--- config.mk ---
export PLATFORM = sky130hd
export DESIGN_NAME = smbc_ctrl
export DESIGN_NICKNAME = d
export VERILOG_FILES = /design/src/smbc_pkg.sv /design/src/smbc_sync2.sv /design/src/smbc_ctrl.sv
export SDC_FILE = /design/constraint.sdc
export NUM_CORES = 1
export LEC_CHECK = 0
export ABC_AREA = 1
export BUFFER_PORTS_ARGS = -buffer_cell sky130_fd_sc_hd__clkbuf_2
export CAP_MARGIN = 30
export CORE_MARGIN = 2
export CORE_UTILIZATION = 35
export CTS_CLUSTER_SIZE = 25
export DETAILED_ROUTE_END_ITERATION = 8
export PLACE_DENSITY = 0.59
export SLEW_MARGIN = 10
export SYNTH_ARGS = -nofsm -noshare
export SYNTH_HDL_FRONTEND = slang
export SYNTH_HIERARCHICAL = 1
export SYNTH_SLANG_ARGS = --single-unit
--- constraint.sdc ---
create_clock -name clk_sys -period 1.8 [get_ports clk_sys]
set_input_delay 0.27 -clock clk_sys [delete_from_list [all_inputs] [get_ports clk_sys]]
set_output_delay 0.27 -clock clk_sys [all_outputs]
set_load 0.01 [all_outputs]
--- src/smbc_pkg.sv ---
// package for the stacked memory bus control block
package smbc_pkg;
	localparam int FLASH_DIES = 3;
	localparam int PSRAM_DIES = 2;
	localparam int ADDR_W = 24;
	localparam int DATA_W = 16;
	localparam int WAIT_POL_BIT = 10;
	localparam int CFG_W = 16;
	localparam logic [15:0] CFG_RESET = 16'h0400;
	localparam int INIT_LATENCY = 3;
	localparam logic [3:0] LAT_RESET = 4'h3;
	localparam logic [23:0] ADDR_RESET = 24'h000000;

	typedef enum {SMBC_IDLE, SMBC_SYNC_WAIT, SMBC_SYNC_DATA, SMBC_ASYNC, SMBC_WRITE} smbc_mode_e;

	// host strobes, active low unless named high
	typedef struct packed {
		logic [2:0] flashCeN;
		logic [1:0] flashOeN;
		logic flashWeN;
		logic addressValidStrobeN;
		logic sramSelectLow;
		logic sramSelectHigh;
		logic [1:0] psramCsN;
		logic ramOeN;
		logic ramWeN;
	} smbc_ctrl_s;

	// per-die enables seen by the array side
	typedef struct packed {
		logic [2:0] flashActive;
		logic [2:0] flashDrive;
		logic sramActive;
		logic [1:0] psramActive;
		logic ramDrive;
		logic ramWrite;
	} smbc_status_s;
endpackage : smbc_pkg

--- src/smbc_sync2.sv ---
// two-flop synchroniser for pin inputs
`timescale 1ns/1ns
`default_nettype none
module smbc_sync2 #(
	parameter int W = 1,
	parameter logic [W-1:0] INIT = '0
) (
	// clock and reset
	input wire logic clk_sys,
	input wire logic reset,
	// data
	input wire logic [W-1:0] din,
	output logic [W-1:0] dout
);
	logic [W-1:0] stage1;
	logic [W-1:0] next_stage1;
	logic [W-1:0] next_dout;

	always_comb begin
		next_stage1 = din;
		next_dout = stage1;
	end

	always_ff @(posedge clk_sys) begin
		if (reset) begin
			stage1 <= INIT;
			dout <= INIT;
		end else begin
			stage1 <= next_stage1;
			dout <= next_dout;
		end
	end
endmodule : smbc_sync2
`default_nettype wire

--- src/smbc_ctrl.sv ---
// die select, output enable, write strobe, address latch and wait logic
`timescale 1ns/1ns
`default_nettype none
// Summary of operation
// - sram active only when both selects asserted
// - each psram die has own low select
// - flash drives data only while output enable low
// - enable one: die one; two: dies two, three
// - ram drives outputs only while ram enable low
// - flash write captured on write strobe rising edge
// - separate ram write strobe, independent of flash
// - synchronous burst counter advances on bus clock
// - sync address latched at strobe rise or clock
// - async address latched at rise, else flows
// - wait polarity follows configuration bit ten
// - wait floats when flash chip enable high
// - sync read: wait asserted while data invalid
// - async page reads, writes hold wait asserted
// - low chip enable selects die, else standby
module smbc_ctrl
	import smbc_pkg::*;
#(
	parameter int AW = ADDR_W,
	parameter int DW = DATA_W
) (
	// clock and reset
	input wire logic clk_sys,
	input wire logic reset,
	// host pins
	input wire smbc_pkg::smbc_ctrl_s ctrlPins,
	input wire logic busClock,
	input wire logic [AW-1:0] addressPins,
	input wire logic [DW-1:0] dataIn,
	// flash configuration
	input wire logic [smbc_pkg::CFG_W-1:0] read_configuration_register,
	input wire logic syncReadMode,
	input wire logic [3:0] latencyCycles,
	input wire logic [DW-1:0] arrayData,
	// outputs
	output logic [DW-1:0] dataOut,
	output logic dataOe,
	output logic waitOut,
	output logic waitOe,
	output logic [AW-1:0] flashAddress,
	output logic [AW-1:0] writeAddress,
	output logic [DW-1:0] writeData,
	output logic flashWritePulse,
	output logic ramWritePulse,
	output smbc_pkg::smbc_status_s status
);
	import smbc_pkg::*;

	localparam int CW = $bits(smbc_ctrl_s);
	localparam logic [CW-1:0] CTRL_IDLE = {3'h7, 2'h3, 1'h1, 1'h1, 1'h1, 1'h0, 2'h3, 1'h1, 1'h1};

	smbc_ctrl_s pins;
	logic [CW-1:0] pinsRaw;
	logic clkS;
	logic [AW-1:0] addrS;
	logic [DW-1:0] dataS;

	// pins come from the host's timing domain
	smbc_sync2 #(.W(CW), .INIT(CTRL_IDLE)) u_sync_ctrl (
		.clk_sys(clk_sys),
		.reset(reset),
		.din(ctrlPins),
		.dout(pinsRaw)
	);
	smbc_sync2 #(.W(1), .INIT(1'h0)) u_sync_clk (
		.clk_sys(clk_sys),
		.reset(reset),
		.din(busClock),
		.dout(clkS)
	);
	smbc_sync2 #(.W(AW + DW), .INIT('0)) u_sync_ad (
		.clk_sys(clk_sys),
		.reset(reset),
		.din({addressPins, dataIn}),
		.dout({addrS, dataS})
	);
	assign pins = smbc_ctrl_s'(pinsRaw);

	// edge history
	logic clkPrev, strobePrev, fWePrev, rWePrev;
	logic clkRise, strobeRise, fWeRise, rWeRise;
	logic anyFlashSel;
	smbc_mode_e mode, next_mode;
	logic [3:0] latCount, next_latCount;
	logic [AW-1:0] next_flashAddress, next_writeAddress;
	logic [DW-1:0] next_writeData, next_dataOut;
	logic addrLatched, next_addrLatched;
	logic waitAsserted;
	logic waitPol;

	assign clkRise = clkS & ~clkPrev;
	assign strobeRise = pins.addressValidStrobeN & ~strobePrev;
	assign fWeRise = pins.flashWeN & ~fWePrev;
	assign rWeRise = pins.ramWeN & ~rWePrev;
	assign anyFlashSel = ~&pins.flashCeN;

	// die activity and output drive
	always_comb begin
		status.flashActive = ~pins.flashCeN;
		status.flashDrive[0] = ~pins.flashCeN[0] & ~pins.flashOeN[0];
		status.flashDrive[1] = ~pins.flashCeN[1] & ~pins.flashOeN[1];
		status.flashDrive[2] = ~pins.flashCeN[2] & ~pins.flashOeN[1];
		status.sramActive = ~pins.sramSelectLow & pins.sramSelectHigh;
		status.psramActive = ~pins.psramCsN;
		status.ramDrive = (status.sramActive | (|status.psramActive)) & ~pins.ramOeN;
		status.ramWrite = (status.sramActive | (|status.psramActive)) & ~pins.ramWeN;
	end

	// flash drives data whenever a die's enable pair is low, in any mode; ram data path lies outside
	assign dataOe = |status.flashDrive;
	assign waitPol = read_configuration_register[WAIT_POL_BIT];
	assign waitOe = anyFlashSel;

	always_comb begin
		waitAsserted = 1'b1;
		if (mode == SMBC_SYNC_DATA) begin
			waitAsserted = 1'b0;
		end
		waitOut = waitAsserted ? waitPol : ~waitPol;
	end

	always_comb begin
		next_mode = mode;
		next_latCount = latCount;
		next_flashAddress = flashAddress;
		next_addrLatched = addrLatched;
		next_writeAddress = writeAddress;
		next_writeData = writeData;
		next_dataOut = dataOut;
		if (!anyFlashSel) begin
			next_mode = SMBC_IDLE;
			next_addrLatched = 1'b0;
		end else if (!pins.flashWeN || fWeRise) begin
			next_mode = SMBC_WRITE;
		end else if (syncReadMode) begin
			if (!addrLatched && (strobeRise || (clkRise && !pins.addressValidStrobeN))) begin
				next_flashAddress = addrS;
				next_addrLatched = 1'b1;
				next_latCount = latencyCycles;
				next_mode = SMBC_SYNC_WAIT;
			end else if (!pins.addressValidStrobeN && addrLatched && strobePrev) begin
				// new address cycle: old burst word is not valid for it
				next_addrLatched = 1'b0;
				next_mode = SMBC_SYNC_WAIT;
			end else if (clkRise) begin
				if (mode == SMBC_SYNC_WAIT) begin
					if (latCount <= 4'h1) begin
						next_mode = SMBC_SYNC_DATA;
						next_dataOut = arrayData;
					end else begin
						next_latCount = latCount - 4'h1;
					end
				end else if (mode == SMBC_SYNC_DATA) begin
					next_flashAddress = flashAddress + AW'(1);
					next_dataOut = arrayData;
				end
			end
		end else begin
			next_mode = SMBC_ASYNC;
			if (!pins.addressValidStrobeN || strobeRise) begin
				next_flashAddress = addrS;
			end
			next_dataOut = arrayData;
		end
		if (fWeRise) begin
			next_writeAddress = addrS;
			next_writeData = dataS;
		end
	end

	always_ff @(posedge clk_sys) begin
		if (reset) begin
			mode <= SMBC_IDLE;
			latCount <= LAT_RESET;
			flashAddress <= ADDR_RESET;
			writeAddress <= ADDR_RESET;
			writeData <= '0;
			dataOut <= '0;
			addrLatched <= 1'b0;
			clkPrev <= 1'b0;
			strobePrev <= 1'b1;
			fWePrev <= 1'b1;
			rWePrev <= 1'b1;
			flashWritePulse <= 1'b0;
			ramWritePulse <= 1'b0;
		end else begin
			mode <= next_mode;
			latCount <= next_latCount;
			flashAddress <= next_flashAddress;
			writeAddress <= next_writeAddress;
			writeData <= next_writeData;
			dataOut <= next_dataOut;
			addrLatched <= next_addrLatched;
			clkPrev <= clkS;
			strobePrev <= pins.addressValidStrobeN;
			fWePrev <= pins.flashWeN;
			rWePrev <= pins.ramWeN;
			flashWritePulse <= fWeRise & anyFlashSel;
			ramWritePulse <= rWeRise & (status.sramActive | (|status.psramActive));
		end
	end

	chk_wait_float: assert property (@(posedge clk_sys) disable iff (reset)
		&pins.flashCeN |-> !waitOe) else $error("wait driven while deselected");
	chk_wait_polarity: assert property (@(posedge clk_sys) disable iff (reset)
		(mode == SMBC_WRITE) |-> (waitOut == waitPol)) else $error("wait not asserted in write");
	chk_sync_valid: assert property (@(posedge clk_sys) disable iff (reset)
		(mode == SMBC_SYNC_DATA) |-> (waitOut == ~waitPol)) else $error("wait asserted on valid data");
	chk_async_wait: assert property (@(posedge clk_sys) disable iff (reset)
		(mode == SMBC_ASYNC) |-> (waitOut == waitPol)) else $error("wait not asserted in async");
	chk_flash_oe: assert property (@(posedge clk_sys) disable iff (reset)
		pins.flashOeN[1] |-> !status.flashDrive[1] && !status.flashDrive[2]) else $error("dies two three drive");
	chk_flash_drive: assert property (@(posedge clk_sys) disable iff (reset)
		&pins.flashOeN |-> !dataOe) else $error("flash drives with enables high");
	chk_sram_select: assert property (@(posedge clk_sys) disable iff (reset)
		status.sramActive |-> !pins.sramSelectLow && pins.sramSelectHigh) else $error("sram active wrongly");
	chk_psram_select: assert property (@(posedge clk_sys) disable iff (reset)
		status.psramActive == ~pins.psramCsN) else $error("psram select mismatch");
	chk_ram_oe: assert property (@(posedge clk_sys) disable iff (reset)
		pins.ramOeN |-> !status.ramDrive) else $error("ram drives with enable high");
	chk_write_capture: assert property (@(posedge clk_sys) disable iff (reset)
		fWeRise |=> (writeAddress == $past(addrS)) && (writeData == $past(dataS))) else $error("write not captured");
	chk_ram_write: assert property (@(posedge clk_sys) disable iff (reset)
		rWeRise && status.ramWrite == 1'b0 && !status.sramActive && status.psramActive == 2'h0 |=> !ramWritePulse) else $error("ram write while deselected");
	chk_burst_step: assert property (@(posedge clk_sys) disable iff (reset)
		(mode == SMBC_SYNC_DATA) && (next_mode == SMBC_SYNC_DATA) && clkRise && syncReadMode
		&& addrLatched && pins.addressValidStrobeN && pins.flashWeN && !fWeRise
		|=> flashAddress == $past(flashAddress) + AW'(1)) else $error("burst address not advanced");
	chk_async_flow: assert property (@(posedge clk_sys) disable iff (reset)
		anyFlashSel && !syncReadMode && pins.flashWeN && !fWeRise && !pins.addressValidStrobeN |=> flashAddress == $past(addrS)) else $error("address not flowing");

	cov_sync_burst: cover property (@(posedge clk_sys) mode == SMBC_SYNC_WAIT ##[1:40] mode == SMBC_SYNC_DATA);
	cov_flash_write: cover property (@(posedge clk_sys) flashWritePulse);
	cov_ram_write: cover property (@(posedge clk_sys) ramWritePulse);
	cov_async_read: cover property (@(posedge clk_sys) mode == SMBC_ASYNC && dataOe);
endmodule : smbc_ctrl
`default_nettype wire

* Word-level counts from Yosys, hierarchy flattened *
Index checks and enable logic that the tools add are counted.

storage, ports and cells
  bits in registers = 202

operators by class
  $add $sub $neg = 2
  order comparisons = 1
  eq/ne operators = 19
  mux-type cells = 29
  bitwise logic cells = 30
  reduce and logical (&&, ||, !) cells = 26

operators by type and width
  operator                 number
  $mux W24                 7
  $mux W16                 7
  $add A24 B1 Y24 const B  1
  $mux W3                  7
  $reduce_and A7 Y1        3
  $mux W4                  5
  $ne A5 B1 Y1 const B     3
  $not A1 Y1               15
  $and A1 B1 Y1            12
  $ne A4 B1 Y1 const B     3
  $reduce_and A3 Y1        4
  $ne A3 B1 Y1 const B     3
  $ne A2 B2 Y1 const B     4
  $reduce_bool A2 Y1       4
  $ne A3 B3 Y1 const B     2
  $reduce_or A3 Y1         2
  $le A4 B1 Y1 const B     1
  $logic_and A1 B1 Y1      4
  $logic_not A1 Y1         4
  $reduce_or A2 Y1         2
  $sub A4 B1 Y4 const B    1
  $eq A3 B2 Y1 const B     1
  $eq A3 B3 Y1 const B     1
  $logic_or A1 B1 Y1       3
  6 further kinds          8

* Longest topological paths before layout *
Gate-level depths: netlist (run 1).

  word-level depth = 8
  depth in mapped cells = 11
  mapped depth without buffers = 10

* Hierarchy *
Netlist (run 1), hierarchy kept.

modules (own cells, without submodules)
  module                     times used  cells each  area an instance (um^2)  sequential area each (um^2)
  smbc_ctrl                  1           701         4647.0                   1881.8
  smbc_sync2 at u_sync_ad    1           249         2303.5                   1601.5
  smbc_sync2 at u_sync_ctrl  1           81          744.5                    520.5
  smbc_sync2 at u_sync_clk   1           6           55.1                     40.0

* Worst setup path before layout (run 1) *
Ideal clock, no wire load.

  path kind = reg2reg
  from = register latCount[0]
  to = register dataOut[10]
  library setup time = 64 ps
  data arrival time = 1505 ps
  path slack = 231 ps
  stages on the path, launching flop included = 11
  buffers on the path = 1
  clock period less this slack = 1569 ps
  cell sequence = dfxtp_1 -> inv_1 -> ha_1 -> o21ai_1 -> nand3_1 -> nand3_1 -> inv_2 -> buf_2 -> nand3b_1 -> nand2_1 -> nor2_1

between the ends
  longest elaborated chain between the ends = 3

RTL lines
  element                             line              source
  from (decl)                         smbc_ctrl.sv:88   logic [3:0] latCount, next_latCount;
  from (signal assigned)              smbc_ctrl.sv:192  latCount <= next_latCount;
  $le A4 B1 Y1                        smbc_ctrl.sv:151  if (latCount <= 4'h1) begin
  $ne A3 B2 Y1 (no source line)       --
  $reduce_and A7 Y1 (no source line)  --
  to (signal assigned)                smbc_ctrl.sv:196  dataOut <= next_dataOut;
  to (decl)                           smbc_ctrl.sv:40   output logic [DW-1:0] dataOut,

No other way between the ends.
A chain may end at the register's enable or synchronous reset.

* Worst setup path in the final report (run 1) *
  from = register u_sync_ctrl.dout[10]
  to = output dataOe

between the ends
  longest elaborated chain between the ends = 3

RTL lines
  element                 line              source
  from (decl)             smbc_sync2.sv:13  output logic [W-1:0] dout
  from (signal assigned)  smbc_sync2.sv:30  dout <= next_dout;
  $not A1 Y1              smbc_ctrl.sv:104  status.flashDrive[0] = ~pins.flashCeN[0] & ~pins.flashOeN[0];
  $and A1 B1 Y1           smbc_ctrl.sv:104
  $reduce_or A3 Y1        smbc_ctrl.sv:114  assign dataOe = |status.flashDrive;
  to (decl)               smbc_ctrl.sv:41   output logic dataOe,

No other way between the ends.

==> impl_results.md, run 1 <==
* Nets at 1,364
* Pre-CTS worst setup slack at -37.6 ps
* Count of state elements after synthesis at 202
* Type of the worst min-delay path: input pin to flip-flop
* Post-Syn Area at 0.00775 sq mm
* Top Metal Used: met4
* Family with the most delay on the worst path: simple AND/OR/NAND/NOR gates
* I/O Buffers at 173
* Gr ovfl total at 0
* Aggregate global-route resource usage at 16.2%
* Sink Count at 202
* Worst Setup EP: dataOe
* Die Ht at 153 um
* Post-synth EDFFs at 0
* Worst-case clock buffer depth at 3
* CP max-delay cell: or3_1
* Area Growth Syn to Fin at 31.8%
* Min cycle time layout at 1680 ps
* CTS tree: done
* Avg WL per Cell at 12.3 um
* Met1 Wirelength at 9.46 mm
* Die width at 153 um
* Top FF cell, synth: dfxtp_1
* Synthesized instance count at 1,037
* CP cell instances: nor2_1 -> or3_1 -> clkbuf_2
* Met2 WL at 8.66 mm
* Htree depth at 1
* Via count at 6,733
* Post-route worst setup slack at 118 ps
* Fmax at 595 MHz
* R2R depth at 10
* First-pass GRT wire length at 31.5 mm
* Slew @ Worst Pin at 422 ps
* Top-area cell type share of the netlist area at 52.2%
* Crit path launch type: flip-flop
* DRT iter0 DRCs at 328
* Critical path arrival at 1410 ps
* Commonest cells post-synth: 276 x nor2_1, 202 x dfxtp_1, 163 x nand2_1
* Max-cap violations at 0
* Largest area contributor in the netlist: dfxtp_1
* Ys Warns at 6
* Antenna violations before repair at 1
* Pin count of the biggest net entering global routing at 82
* Crit path kind: flip-flop to output port
* Drc violations at 0
* RSZ-0062 raised after global routing: false
* Synth Net Count at 1,133
* Leakage power at 5.08 nW
* Setup crit end kind: output port
* Setup Skew at 13.3 ps
* Asr flop ratio synth at 0%
* Worst vdd ir at 0.715 mV
* Setup TNS at 0 ps
* R2R Setup Slk at 170 ps
* Clk Latency, worst-skew pair at 490 ps
* Post-route ant nets at 0
* Initial core utilization at 35.6%
* Full die area at 0.0233 sq mm
* Num rows at 54
* Critical path depth in cells at 3
* GPL Wtd Cong at 0.803
* Max-slew headroom at 71.8%
* Root Driver: clkbuf_16
* Num ports at 189
* Setup crit start: u_sync_ctrl/dout[10]
* Reg-to-reg endpoint: flashAddress[14]
* Vias in the first global route at 6,332
* CTS clk-pin slew, worst paths at 60 ps
* Top cells by area, synth: dfxtp_1 52%, nor2_1 13%, nand2_1 7.9%
* Fill count at 2,158
* Fraction of layout cells with a size suffix above 1 at 20.2%
* Final worst-path cycle share at 93.4%
* Distinct cells, synth at 33
* Vias per std cell at 4.30
* Pwr dens at 1030 mW/mm^2
* Status: finished clean
* CP required at 1530 ps
* DRT Wirelength at 19.3 mm
* Max stage delay on crit path at 360 ps
* Endpoints failing setup at 0
* Hold path startpoint: addressPins[20]
* Worst path bufs/invs at 1
* Most common cell in the netlist: nor2_1
* Core ar. at 0.0218 sq mm
* CTS Buf Count at 23
* DR pass1 iterations at 4
* Syn_area_per_cell at 7.47 sq um
* Hold Vio Cnt, Final at 0
* Critical Path Fanout Max at 3
* Smallest hold slack at 18.9 ps
* Met3 WL at 891 um
* Core Util, Final at 46.9%
* Worst r2r src: flashAddress[0]
* Hpwl dp at 12.6 mm
* Sequential area share after synthesis at 52.2%
* Max-slew violations at 0
## state kept, by name (all words and copies together) (netlist names), 3 cells and up
register / flops
flashAddress: 24
writeData: 16
u_sync_ctrl/dout: 13
u_sync_ad/dout: 40
u_sync_ctrl/next_dout: 13
writeAddress: 24
mode: 3
u_sync_ad/next_dout: 40
dataOut: 16
latCount: 4
## logic make-up after synthesis
kind of cell	share of synthesized area (%)
AND/OR/NAND/NOR	27.6
flip-flops	52.2
AO/OA/AOI/OAI	7.04
adder cells (fa/ha/maj)	0.484
XOR/XNOR	0.904
buffers and inverters	11.8
## cells in the final DEF (no fill, tap or decap), types with 16 or more instances in the layout
| cell type | netlist | layout |
|---|---|---|
| a21oi_1 | 23 | 23 |
| buf_4 | 2 | 20 |
| clkbuf_16 | 0 | 23 |
| clkbuf_2 | 0 | 172 |
| dfxtp_1 | 202 | 202 |
| dlygate4sd3_1 | 0 | 53 |
| inv_1 | 160 | 159 |
| nand2_1 | 163 | 162 |
| nand3_1 | 36 | 34 |
| nand3b_1 | 16 | 16 |
| nor2_1 | 276 | 274 |
| o21ai_0 | 66 | 66 |
## layout make-up
| class | instances | area [sq um] | share of cell area [%] |
|---|---|---|---|
| diodes | 1 | 2.50 | 0.0245 |
| clock buffers | 29 | 618 | 6.05 |
| multi-input cells | 630 | 2820 | 27.7 |
| repair buffers | 247 | 1580 | 15.5 |
| flip-flops and latches | 202 | 4040 | 39.6 |
| clock inverters | 12 | 173 | 1.69 |
| well taps | 280 | 350 | 3.43 |
| inverters | 164 | 618 | 6.05 |
## worst register-to-register path, delay by kind of cell, from the launching register on
family | cells | cell delay [ps]
fa+ha+maj | 1 | 200
flops | 1 | 420
simple gates | 8 | 830
buf+inv | 1 | 80
## how the worst min path moves through the flow
stage,to,cells after the start
after floorplan,u_sync_clk/next_dout,1
after detailed placement,ramWritePulse,1
final,u_sync_ad/next_dout[36],3
after global routing,u_sync_ad/next_dout[36],3
after global placement,u_sync_ctrl/dout[11],2
after CTS,u_sync_ad/next_dout[36],3
## metal layers
layer | vias to the layer above | GRT usage (%)
met4 | 0 | 4.06
li1 | 3595 | -
met3 | 24 | 3.07
met2 | 146 | 26.5
met5 | - | 0
met1 | 2968 | 22.0
## metrics by stage
| step | cell area (sq um) | power [mW] | std cells |
|---|---|---|---|
| after global routing | 10200 | 11.0 | 1565 |
| after floorplan | 7750 | 5.37 | 1037 |
| final | 10200 | 10.5 | 1565 |
| after detailed placement | 8850 | 5.68 | 1468 |
| after global placement | 8850 | 5.67 | 1468 |
| after CTS | 10200 | 10.6 | 1564 |
## timing repair
action,4_1_cts,5_1_grt
hold endpoints to repair,53,0
resized for setup,0,8
buffers inserted,2,0
endpoints found under the setup margin,16,22
hold buffers,53,0
gates cloned,0,0
pin swaps,1,0
## where the power goes
group,internal [mW],switching [mW]
Clock,3.01,1.83
Combinational,0.393,0.500
Sequential,4.67,0.116
Total,8.07,2.45
Power figures use the tool's default switching activity.
==> run 2, diff against run 1 <==
--- a/config.mk
+++ b/config.mk
@@ -8,11 +8,14 @@
 export ABC_AREA = 1
 export BUFFER_PORTS_ARGS = -buffer_cell sky130_fd_sc_hd__clkbuf_2
 export CAP_MARGIN = 30
+export CELL_PAD_IN_SITES_DETAIL_PLACEMENT = 1
+export CELL_PAD_IN_SITES_GLOBAL_PLACEMENT = 2
 export CORE_MARGIN = 2
-export CORE_UTILIZATION = 35
+export CORE_UTILIZATION = 29
 export CTS_CLUSTER_SIZE = 25
 export DETAILED_ROUTE_END_ITERATION = 8
-export PLACE_DENSITY = 0.59
+export MAX_ROUTING_LAYER = met4
+export PLACE_DENSITY = 0.81
 export SLEW_MARGIN = 10
 export SYNTH_ARGS = -nofsm -noshare
 export SYNTH_HDL_FRONTEND = slang
==> impl_results.md, run 2 (synthesized netlist as in run 1, its figures left out) <==
* Num rows at 59
* I/O Buffers at 173
* Endpoints failing setup at 0
* Aggregate global-route resource usage at 16.4%
* Antenna violations before repair at 1
* Htree depth at 1
* Full die area at 0.0280 sq mm
* Setup Skew at 15.2 ps
* First-pass GRT wire length at 36.1 mm
* GPL Wtd Cong at 0.758
* Worst-case clock buffer depth at 3
* CTS tree: done
* Most common cell after layout, fill and taps aside: nor2_1
* Leakage power at 5.14 nW
* Worst vdd ir at 0.799 mV
* Drc violations at 6
* Net Switching at 2.54 mW
* Max-cap violations at 0
* Hold Vio Cnt, Final at 0
* Type of the worst min-delay path: input pin to flip-flop
* Comb power frac at 8.6%
* Area Growth Syn to Fin at 34.3%
* DRT Wirelength at 22.4 mm
* Final worst-path cycle share at 97.7%
* Fmax at 569 MHz
* Slew @ Worst Pin at 422 ps
* Die width at 167 um
* Smallest hold slack at 38.3 ps
* Core ar. at 0.0261 sq mm
* Setup crit end kind: output port
* Max-slew headroom at 71.9%
* Status: complete, but fails checks
* Via count at 6,938
* Pwr dens at 1050 mW/mm^2
* Vias in the first global route at 7,155
* CP required at 1530 ps
* Critical path arrival at 1490 ps
* Hpwl dp at 15.0 mm
* Num ports at 189
* CTS clk-pin slew, worst paths at 60 ps
* Crit path kind: flip-flop to output port
* Switch share at 23.3%
* DR pass1 iterations at 6
* Crit path launch type: flip-flop
* Initial core utilization at 29.7%
* Clock network power share at 47.6%
* Sequential share of power at 43.8%
* Clk Latency, worst-skew pair at 530 ps
* DRT iter0 DRCs at 239
* Root Driver: clkbuf_16
* Die Ht at 167 um
* Internal Power at 8.38 mW
* Min cycle time layout at 1760 ps
* CTS Buf Count at 24
* Avg WL per Cell at 13.8 um
* Nets at 1,370
* Post-route ant nets at 0
* Setup TNS at 0 ps
* Gr ovfl total at 0
* Sink Count at 202
* Fraction of layout cells with a size suffix above 1 at 20.4%
* Failing checks: design-rule violations
* Critical Path Fanout Max at 3
* Fill count at 3,230
* Max-slew violations at 0
* Vias per std cell at 4.27
* Commonest cells after routing, fill and taps aside: 273 x nor2_1, 201 x dfxtp_1, 172 x clkbuf_2
* Pin count of the biggest net entering global routing at 80
## run 2: power by group through the flow
stage	clock network (mW)	logic, mW	registers, mW
after global placement	0	0.824	4.88
after CTS	5.37	0.946	4.78
after floorplan	0	0.484	4.89
after detailed placement	0	0.840	4.88
final	5.21	0.936	4.78
after global routing	5.54	1.06	4.81
## run 2: path summary, 6_finish.rpt
| check | slack (ps) | to | from | cells after the start |
|---|---|---|---|---|
| max reg2reg | 170 | dataOut[3] | latCount[0] | 9 |
| min reg2reg | 380 | ramWritePulse | rWePrev | 1 |
| min | 40 | u_sync_ctrl/dout[4] | reset | 2 |
| max | 40 | dataOe | u_sync_ctrl/dout[10] | 3 |
## run 2: repair_timing
item                                    CTS  global route
hold endpoints to repair                 54             0
endpoints found under the setup margin   18            29
hold buffers                             54             0
gates resized for setup                   2             9
setup buffers                             2             0
pin swaps                                 1             0
## run 2: worst max-delay path, cell delays in order, from the launching register on
cell and delay [ps]:
dfxtp_1 360, nor2_1 70, or3_1 380, clkbuf_2 140
## run 2: final cells by class
class                           count  area (sq um)  share of cell area [%]
Sequential cell                   202          4050                    38.9
Multi-Input combinational cell    630          2830                    27.2
Timing Repair Buffer              252          1650                    15.8
Clock buffer                       35           672                    6.45
Inverter                          164           618                    5.94
Tap cell                          335           419                    4.03
Clock inverter                      6           180                    1.73
Antenna cell                        1          2.50                  0.0240
## run 2: stage by stage
stage          power, mW  util, %  setup slack [ps]  area (sq um)  instances
2_1_floorplan       5.37        -               231          7750       1037
3_3_place_gp        5.70     34.3             -5.77          8960       1527
3_5_place_dp        5.72     34.3             -62.6          8960       1527
4_1_cts             11.1     39.7              6.35         10400       1624
5_1_grt             11.4     39.8             -6.20         10400       1625
6_report            10.9     39.8              42.2         10400       1625
## run 2: routing by layer
| layer | up-vias | GRT usage [%] | wire length [um] |
|---|---|---|---|
| met3 | 33 | 2.77 | 886 |
| met4 | 0 | 4.61 | 554 |
| li1 | 3586 | - | - |
| met2 | 121 | 27.7 | 10500 |
| met1 | 3198 | 20.2 | 10400 |
| met5 | - | - | 0 |
